`src/logic/pmcc_pkg.sv`:
```
// Package for the power module configuration command bank.
// Assumes one 125 MHz clock and a command port that carries decoded PMBus codes.
package pmcc_pkg;

  // Command codes of the configuration commands
  localparam logic [7:0] CMD_BUS_CFG    = 8'hc9;
  localparam logic [7:0] CMD_OK_RISE    = 8'hd7;
  localparam logic [7:0] CMD_OK_FALL    = 8'hd8;
  localparam logic [7:0] CMD_THERM_SEL  = 8'hdc;
  localparam logic [7:0] CMD_IOUT_GAIN  = 8'hea;
  localparam logic [7:0] CMD_MIN_PULSE  = 8'heb;

  // Field positions inside the bus configuration word
  localparam int BUS_OK_POL_BIT   = 39;
  localparam int BUS_CTL_POL_BIT  = 32;
  localparam int BUS_BASE_MSB     = 31;
  localparam int BUS_BASE_LSB     = 24;
  localparam int BUS_OFS_MSB      = 23;
  localparam int BUS_OFS_LSB      = 17;
  localparam int BUS_RES_EN_BIT   = 16;

  // Field positions inside the sensor routing byte
  localparam int THERM_FLT_MSB    = 4;
  localparam int THERM_FLT_LSB    = 3;
  localparam int THERM_RB_MSB     = 2;
  localparam int THERM_RB_LSB     = 0;

  // Reset values
  localparam logic [7:0]  RST_BASE      = 8'h40;
  localparam logic [6:0]  RST_OFS       = 7'h00;
  localparam logic        RST_RES_EN    = 1'b0;
  localparam logic        RST_OK_POL    = 1'b1;
  localparam logic        RST_CTL_POL   = 1'b0;
  localparam logic [15:0] RST_OK_RISE   = 16'h0000;
  localparam logic [15:0] RST_OK_FALL   = 16'h0000;
  localparam logic [1:0]  RST_THERM_FLT = 2'h2;
  localparam logic [2:0]  RST_THERM_RB  = 3'h0;
  localparam logic [15:0] RST_IOUT_GAIN = 16'h0000;
  localparam logic [7:0]  RST_MIN_PULSE = 8'h00;

  // Fault sensor codes
  localparam logic [1:0] SENS_EXT_ONE = 2'h0;
  localparam logic [1:0] SENS_EXT_TWO = 2'h1;
  localparam logic [1:0] SENS_INTERN  = 2'h2;

  // Stored configuration
  typedef struct packed {
    logic        ok_active_high;
    logic        ctl_active_high;
    logic [7:0]  addr_base;
    logic [6:0]  addr_ofs;
    logic        ofs_from_resistor;
    logic [15:0] ok_rise;
    logic [15:0] ok_fall;
    logic [1:0]  therm_fault_src;
    logic [2:0]  therm_readback;
    logic [15:0] iout_gain;
    logic [7:0]  min_pulse;
  } pmcc_cfg_t;

  // One command request
  typedef struct packed {
    logic        wr;
    logic        rd;
    logic [7:0]  code;
    logic [39:0] wdata;
  } pmcc_cmd_t;

  // One command answer
  typedef struct packed {
    logic        valid;
    logic        nack;
    logic [39:0] rdata;
  } pmcc_ans_t;

endpackage

```
`src/logic/pmcc_okgate.sv`:
```
// Output-ok comparator with separate rise and fall thresholds.
// Assumes the output voltage sample is synchronous, same scale as thresholds.
`timescale 1ns/1ps
module pmcc_okgate (
  input  wire logic        clock_i,
  input  wire logic        rst_i,
  input  wire logic [15:0] vout_i,
  input  wire logic [15:0] rise_thr_i,
  input  wire logic [15:0] fall_thr_i,
  input  wire logic        active_high_i,
  output logic             ok_o,
  output logic             ok_pin_o
);

  typedef struct packed {
    logic ok;
    logic pin;
  } pmcc_ok_st_t;

  pmcc_ok_st_t st_q, st_d;

  // Hysteresis: set at the rise level, clear at the fall level
  always_comb begin
    st_d = st_q;
    if (!st_q.ok && vout_i >= rise_thr_i) begin
      st_d.ok = 1'b1;
    end else if (st_q.ok && vout_i <= fall_thr_i) begin
      st_d.ok = 1'b0;
    end
    st_d.pin = active_high_i ? st_d.ok : ~st_d.ok;
  end

  always_ff @(posedge clock_i or posedge rst_i) begin
    if (rst_i) begin
      st_q <= '{ok: 1'b0, pin: 1'b0};
    end else begin
      st_q <= st_d;
    end
  end

  assign ok_o     = st_q.ok;
  assign ok_pin_o = st_q.pin;
endmodule // pmcc_okgate

```
`src/logic/pmcc_bank.sv`:
```
// Configuration command bank of a digital power converter controller.
// Assumes a PMBus front end that decodes frames into one-cycle command strobes.
//
// Functional notes
// - Address base from config bits 31:24.
// - Field offset bits 23:17 added when resistor off.
// - Bit 16 picks field or resistor offset.
// - Output ok rises at rise threshold.
// - Output ok falls at fall threshold.
// - Bits 4:3 pick fault temperature sensor.
// - Bits 2:0 pick ordered readback sensor pair.
// - Hold 16-bit Linear11 output current gain.
// - Hold 8-bit minimum drive pulse width.
`timescale 1ns/1ps
module pmcc_bank (
  input  wire logic                clock_i,
  input  wire logic                rst_i,
  input  wire pmcc_pkg::pmcc_cmd_t cmd_i,
  output pmcc_pkg::pmcc_ans_t      ans_o,
  input  wire logic [3:0]          address_strap_one_i,
  input  wire logic [3:0]          address_strap_two_i,
  input  wire logic [15:0]         vout_i,
  output logic [7:0]               bus_address_o,
  output logic                     ctl_active_high_o,
  output logic                     output_ok_signal_o,
  output logic [1:0]               therm_fault_src_o,
  output logic [1:0]               therm_read_one_o,
  output logic [1:0]               therm_read_two_o,
  output logic [15:0]              output_current_gain_o,
  output logic [7:0]               shortest_drive_pulse_o
);

  typedef struct packed {
    pmcc_pkg::pmcc_cfg_t cfg;
    pmcc_pkg::pmcc_ans_t ans;
    logic [7:0]          addr;
    logic [1:0]          rd_one;
    logic [1:0]          rd_two;
  } pmcc_bank_st_t;

  localparam pmcc_pkg::pmcc_cfg_t CFG_RST = '{
    ok_active_high:    pmcc_pkg::RST_OK_POL,
    ctl_active_high:   pmcc_pkg::RST_CTL_POL,
    addr_base:         pmcc_pkg::RST_BASE,
    addr_ofs:          pmcc_pkg::RST_OFS,
    ofs_from_resistor: pmcc_pkg::RST_RES_EN,
    ok_rise:           pmcc_pkg::RST_OK_RISE,
    ok_fall:           pmcc_pkg::RST_OK_FALL,
    therm_fault_src:   pmcc_pkg::RST_THERM_FLT,
    therm_readback:    pmcc_pkg::RST_THERM_RB,
    iout_gain:         pmcc_pkg::RST_IOUT_GAIN,
    min_pulse:         pmcc_pkg::RST_MIN_PULSE
  };

  // Readback sensor codes: 0 external one, 1 external two, 2 internal
  localparam logic [1:0] RB_A = pmcc_pkg::SENS_EXT_ONE;
  localparam logic [1:0] RB_B = pmcc_pkg::SENS_EXT_TWO;
  localparam logic [1:0] RB_I = pmcc_pkg::SENS_INTERN;

  pmcc_bank_st_t st_q, st_d;
  logic [6:0]    strap_ofs;
  logic [6:0]    eff_ofs;
  logic          ok_level;
  logic [39:0]   rd_word;
  logic          hit;

  // Resistor-derived offset: strap two gives upper bits, strap one lower
  assign strap_ofs = {address_strap_two_i[2:0], address_strap_one_i};

  // Offset source follows the stored selector
  assign eff_ofs = st_q.cfg.ofs_from_resistor ? strap_ofs : st_q.cfg.addr_ofs;

  // Read mux and code decode
  always_comb begin
    rd_word = '0;
    hit     = 1'b1;
    unique case (cmd_i.code)
      pmcc_pkg::CMD_BUS_CFG: begin
        rd_word[pmcc_pkg::BUS_OK_POL_BIT]                      = st_q.cfg.ok_active_high;
        rd_word[pmcc_pkg::BUS_CTL_POL_BIT]                     = st_q.cfg.ctl_active_high;
        rd_word[pmcc_pkg::BUS_BASE_MSB:pmcc_pkg::BUS_BASE_LSB] = st_q.cfg.addr_base;
        rd_word[pmcc_pkg::BUS_OFS_MSB:pmcc_pkg::BUS_OFS_LSB]   = st_q.cfg.addr_ofs;
        rd_word[pmcc_pkg::BUS_RES_EN_BIT]                      = st_q.cfg.ofs_from_resistor;
      end
      pmcc_pkg::CMD_OK_RISE:   rd_word[15:0] = st_q.cfg.ok_rise;
      pmcc_pkg::CMD_OK_FALL:   rd_word[15:0] = st_q.cfg.ok_fall;
      pmcc_pkg::CMD_THERM_SEL: begin
        rd_word[pmcc_pkg::THERM_FLT_MSB:pmcc_pkg::THERM_FLT_LSB] = st_q.cfg.therm_fault_src;
        rd_word[pmcc_pkg::THERM_RB_MSB:pmcc_pkg::THERM_RB_LSB]   = st_q.cfg.therm_readback;
      end
      pmcc_pkg::CMD_IOUT_GAIN: rd_word[15:0] = st_q.cfg.iout_gain;
      pmcc_pkg::CMD_MIN_PULSE: rd_word[7:0]  = st_q.cfg.min_pulse;
      default:                 hit = 1'b0;
    endcase
  end

  // Next state: writes, answers, derived address and readback pair
  always_comb begin
    st_d           = st_q;
    st_d.ans       = '0;
    if (cmd_i.wr && hit) begin
      unique case (cmd_i.code)
        pmcc_pkg::CMD_BUS_CFG: begin
          st_d.cfg.ok_active_high    = cmd_i.wdata[pmcc_pkg::BUS_OK_POL_BIT];
          st_d.cfg.ctl_active_high   = cmd_i.wdata[pmcc_pkg::BUS_CTL_POL_BIT];
          st_d.cfg.addr_base         = cmd_i.wdata[pmcc_pkg::BUS_BASE_MSB:pmcc_pkg::BUS_BASE_LSB];
          st_d.cfg.addr_ofs          = cmd_i.wdata[pmcc_pkg::BUS_OFS_MSB:pmcc_pkg::BUS_OFS_LSB];
          st_d.cfg.ofs_from_resistor = cmd_i.wdata[pmcc_pkg::BUS_RES_EN_BIT];
        end
        pmcc_pkg::CMD_OK_RISE:   st_d.cfg.ok_rise = cmd_i.wdata[15:0];
        pmcc_pkg::CMD_OK_FALL:   st_d.cfg.ok_fall = cmd_i.wdata[15:0];
        pmcc_pkg::CMD_THERM_SEL: begin
          st_d.cfg.therm_fault_src = cmd_i.wdata[pmcc_pkg::THERM_FLT_MSB:pmcc_pkg::THERM_FLT_LSB];
          st_d.cfg.therm_readback  = cmd_i.wdata[pmcc_pkg::THERM_RB_MSB:pmcc_pkg::THERM_RB_LSB];
        end
        pmcc_pkg::CMD_IOUT_GAIN: st_d.cfg.iout_gain = cmd_i.wdata[15:0];
        pmcc_pkg::CMD_MIN_PULSE: st_d.cfg.min_pulse = cmd_i.wdata[7:0];
        default:                 st_d.cfg = st_q.cfg;
      endcase
    end
    // Every strobe gets one answer; unknown codes are refused
    if (cmd_i.wr || cmd_i.rd) begin
      st_d.ans.valid = 1'b1;
      st_d.ans.nack  = ~hit;
      st_d.ans.rdata = cmd_i.rd ? rd_word : '0;
    end
    // Address is base plus chosen offset, modulo 256
    st_d.addr = 8'(st_q.cfg.addr_base + {1'b0, eff_ofs});
    // Ordered readback pair; reserved codes fall back to the first pair
    unique case (st_q.cfg.therm_readback)
      3'h1:    {st_d.rd_one, st_d.rd_two} = {RB_A, RB_I};
      3'h2:    {st_d.rd_one, st_d.rd_two} = {RB_B, RB_A};
      3'h3:    {st_d.rd_one, st_d.rd_two} = {RB_B, RB_I};
      3'h4:    {st_d.rd_one, st_d.rd_two} = {RB_I, RB_A};
      3'h5:    {st_d.rd_one, st_d.rd_two} = {RB_I, RB_B};
      default: {st_d.rd_one, st_d.rd_two} = {RB_A, RB_B};
    endcase
  end

  // State register
  always_ff @(posedge clock_i or posedge rst_i) begin
    if (rst_i) begin
      st_q <= '{cfg: CFG_RST, ans: '0, addr: '0, rd_one: RB_A, rd_two: RB_B};
    end else begin
      st_q <= st_d;
    end
  end

  // Output ok comparator with polarity control
  pmcc_okgate u_okgate (
    .clock_i       (clock_i),
    .rst_i         (rst_i),
    .vout_i        (vout_i),
    .rise_thr_i    (st_q.cfg.ok_rise),
    .fall_thr_i    (st_q.cfg.ok_fall),
    .active_high_i (st_q.cfg.ok_active_high),
    .ok_o          (ok_level),
    .ok_pin_o      (output_ok_signal_o)
  );

  // Outputs from the state register
  assign ans_o                  = st_q.ans;
  assign bus_address_o          = st_q.addr;
  assign ctl_active_high_o      = st_q.cfg.ctl_active_high;
  assign therm_fault_src_o      = st_q.cfg.therm_fault_src;
  assign therm_read_one_o       = st_q.rd_one;
  assign therm_read_two_o       = st_q.rd_two;
  assign output_current_gain_o  = st_q.cfg.iout_gain;
  assign shortest_drive_pulse_o = st_q.cfg.min_pulse;
endmodule // pmcc_bank

```
`config.mk`:
```
export PLATFORM = sky130hd
export DESIGN_NAME = pmcc_bank
export DESIGN_NICKNAME = d
export VERILOG_FILES = /design/src/logic/pmcc_pkg.sv /design/src/logic/pmcc_okgate.sv /design/src/logic/pmcc_bank.sv
export SDC_FILE = /design/constraint.sdc
export NUM_CORES = 1
export LEC_CHECK = 0
export CAP_MARGIN = 20
export CORE_MARGIN = 2
export CORE_UTILIZATION = 50
export CTS_CLUSTER_SIZE = 28
export DETAILED_ROUTE_END_ITERATION = 16
export DONT_BUFFER_PORTS = 1
export GPL_TIMING_DRIVEN = 0
export MAX_ROUTING_LAYER = met4
export PLACE_DENSITY = 0.76
export SYNTH_ARGS = -nofsm -noshare
export SYNTH_HDL_FRONTEND = slang
export SYNTH_SLANG_ARGS = --single-unit
```
`constraint.sdc`:
```
create_clock -name clock_i -period 12.5 [get_ports clock_i]
set_clock_uncertainty 0.05 [all_clocks]
set_input_delay 2.5 -clock clock_i [delete_from_list [all_inputs] [get_ports clock_i]]
set_output_delay 2.5 -clock clock_i [all_outputs]
set_load 0.02 [all_outputs]
```
==> results.toml <==
[route]
via_count = 4254
routed_wirelength_mm = 14.9
drt_pass1_iterations = 5
final_antenna_net_count = 0
drc = 0
drtIter0Drc = 316
via_per_inst = 5.46
wl_per_cell_um = 19.1

[power_and_ir_drop]
power_mw = 1.02
cellLeakagePower_nw = 3.88
irDropWorstVdd_v = 0.000102
power_density_nw_per_um2 = 135

[cells_and_area]
layout-drive-gt1-share = 0.362
mostFrequentLayoutCells = "dfrtp_1 (125), buf_4 (82), mux2_2 (57)"
syn_to_final_growth_pct = 12.4
num_antenna_cells = 0
final_nets = 707
final_common_cell = "dfrtp_1"

[synthesis]
synth_top_cell_by_area = "dfrtp_1"
synth_seq_area_share = 0.478
yosysUniqueCellTypes = 52
syn_area_um2 = 6760
synth_edf_count = 0
async_reset_ff_frac = 1.00
syn_inst = 566
yosysTopAreaCellShare = 0.462
ys_seq_elements = 129
synth_ff_type = "dfrtp_1"
synth_area_leaders = "dfrtp_1 (46%), mux2_2 (9.5%), buf_4 (9.1%), ha_1 (7.2%), mux2_4 (4.4%)"
avgSynthCellArea_um2 = 12.0
yosysWarnings = 0

[critical_path]
cp-startpoint = "address_strap_one_i[1]"
reg2reg_from = "st_q[115]"
path_buf_inv = 1
cpPeakStageDelay_ns = 0.41
path_cells = "mux2i_1 > inv_1 > ha_1 > a21o_1 > a21oi_1 > o21ai_0 > o41ai_1 > xnor2_1"
worst_path_max_delay_cell = "o41ai_1"
cp.required_ns = 12.78
ff2ff_path_depth = 9
endpoint_kind = "flip-flop"
start_kind = "primary input"
cp_num_cells = 8
critPathKind = "primary input to flip-flop"
crit_arrival_ns = 4.31
crit_family = "compound AO/OA/AOI/OAI gates"
critPathMaxFanout = 2

[clock_tree]
cts_made_buffers = 17
h-tree-depth = 4
clock_sinks = 129
clock-root-buffer = "clkbuf_16"
cts_resized = 0
postCtsHoldBufs = 0
clkLatencyLatePin_ns = 0.41
clk_pin_slew_ns = 0.05
cts_post_setup_buffers_inserted = 0
clock_path_buffers = 2
cts_tree = "built"

[placed_design]
gp_congestion = 0.891
post-dp-hpwl_mm = 10.9
io_buffers = 0

[run_status]
status = "completed"

[sta]
max_slew_margin = 0.433
finalCritPeriodShare = 0.322
worst_slew_pin_slew_ns = 0.846
grt_setup_unrepaired = "no"
finalSetupTns_ns = 0
report.final.slew_viol_count = 0
finalSetupViolations = 0
min_period_ns = 4.02
clock.fmax_ghz = 0.249
hold_violations = 0

[global_routing]
grt_antenna_before_repair = 0
grtUsageMet2 = 0.362
use_met1 = 0.254
busiest_layer = "met2"
grt_use_total = 0.221
grt_pass1_wl_mm = 23.3
first_global_vias = 4519
grt_overflow = 0
grt_max_degree = 74
use_met3 = 0.0684

[floorplanning]
rows = 42
dieWidth_um = 120
initial_utilization = 0.511
io_pins = 158
coreArea_um2 = 13200
dieArea_um2 = 14500
die-height_um = 120

[worst_hold_path]
min_path_type = "flip-flop to flip-flop"
worstHoldPathCells = 1
hold_start = "st_q[130]"

[flow_run]
cap_viol_max_count = 0
[cells in the mapped netlist, types with 4 or more instances]
library cell,count
buf_4,82
nand4_1,5
nor2b_1,5
a221oi_1,9
nor2_1,30
mux2_1,8
nor3_1,6
a21oi_1,18
mux2_4,20
dfstp_2,4
ha_1,39
mux2i_1,9
xnor2_1,6
mux2_2,57
clkbuf_1,4
dfrtp_1,125
buf_2,6
a222oi_1,8
o21ai_0,7
inv_1,38
and3_1,19
nand2_1,18
[power breakdown]
group          switching [mW]  leakage [nW]  internal [mW]  total (mW)
clock                   0.167         0.286          0.302       0.470
combinational          0.0530          1.84         0.0457      0.0987
sequential             0.0168          1.76          0.439       0.455
[per-layer routing]
| layer | wire [um] | share of wire |
|---|---|---|
| met5 | 0 | 0 |
| met4 | 306 | 0.021 |
| met3 | 1230 | 0.083 |
| met2 | 7340 | 0.49 |
| met1 | 6030 | 0.40 |
[per-stage QoR]
stage / instances / worst slack [ns] / area, um2 / utilization / hold slack [ns]
after detailed placement: 748 / 8.06 / 7040 / 0.531 / 0.436
after CTS: 779 / 8.45 / 7600 / 0.574 / 0.445
final: 779 / 8.48 / 7600 / 0.574 / 0.439
after floorplan: 571 / 6.52 / 6780 / - / 0.403
after global routing: 779 / 8.34 / 7600 / 0.574 / 0.470
after global placement: 747 / 5.35 / 7000 / 0.529 / 0.415
[flip-flops by register name (all words and copies together), names as in the netlist]
signal,flops
ans_o,36
bus_address_o,8
ctl_active_high_o,1
output_current_gain_o,16
shortest_drive_pulse_o,8
st_q,52
therm_fault_src_o,2
therm_read_one_o,2
therm_read_two_o,2
u_okgate.ok_o,1
u_okgate.ok_pin_o,1
[path summary, 6_finish.rpt]
path,endpoint,slack [ns]
setup / recovery,bus_address_o[7],8.48
hold / removal,bus_address_o[7],0.44
setup reg to reg,bus_address_o[7],9.70
hold reg to reg,bus_address_o[7],0.44
max in group asynchronous,therm_read_two_o[0],9.68
min in group asynchronous,st_q[113],1.95
[area by class of cell]
class / instances / area (um2)
repair buffers: 1 / 27.5
well taps: 176 / 220
multi-input cells: 309 / 2710
flip-flops and latches: 129 / 3230
plain buffers: 95 / 694
clock inverters: 5 / 50.0
fillers: 1089 / 5640
inverters: 38 / 148
clock buffers: 26 / 519
[cell families (layout without fill, tap and decap cells)]
kind of cell	after synthesis	in the layout	synth area share
buffers and inverters	133	165	0.124
adder cells (fa/ha/maj)	40	40	0.0751
other	1	6	0.000554
XOR/XNOR	7	7	0.00906
multiplexers	94	94	0.166
AND/OR/NAND/NOR	107	107	0.0905
AO/OA/AOI/OAI	55	55	0.0572
flip-flops	129	129	0.478
Note: power is estimated with default switching activity, not from simulation.
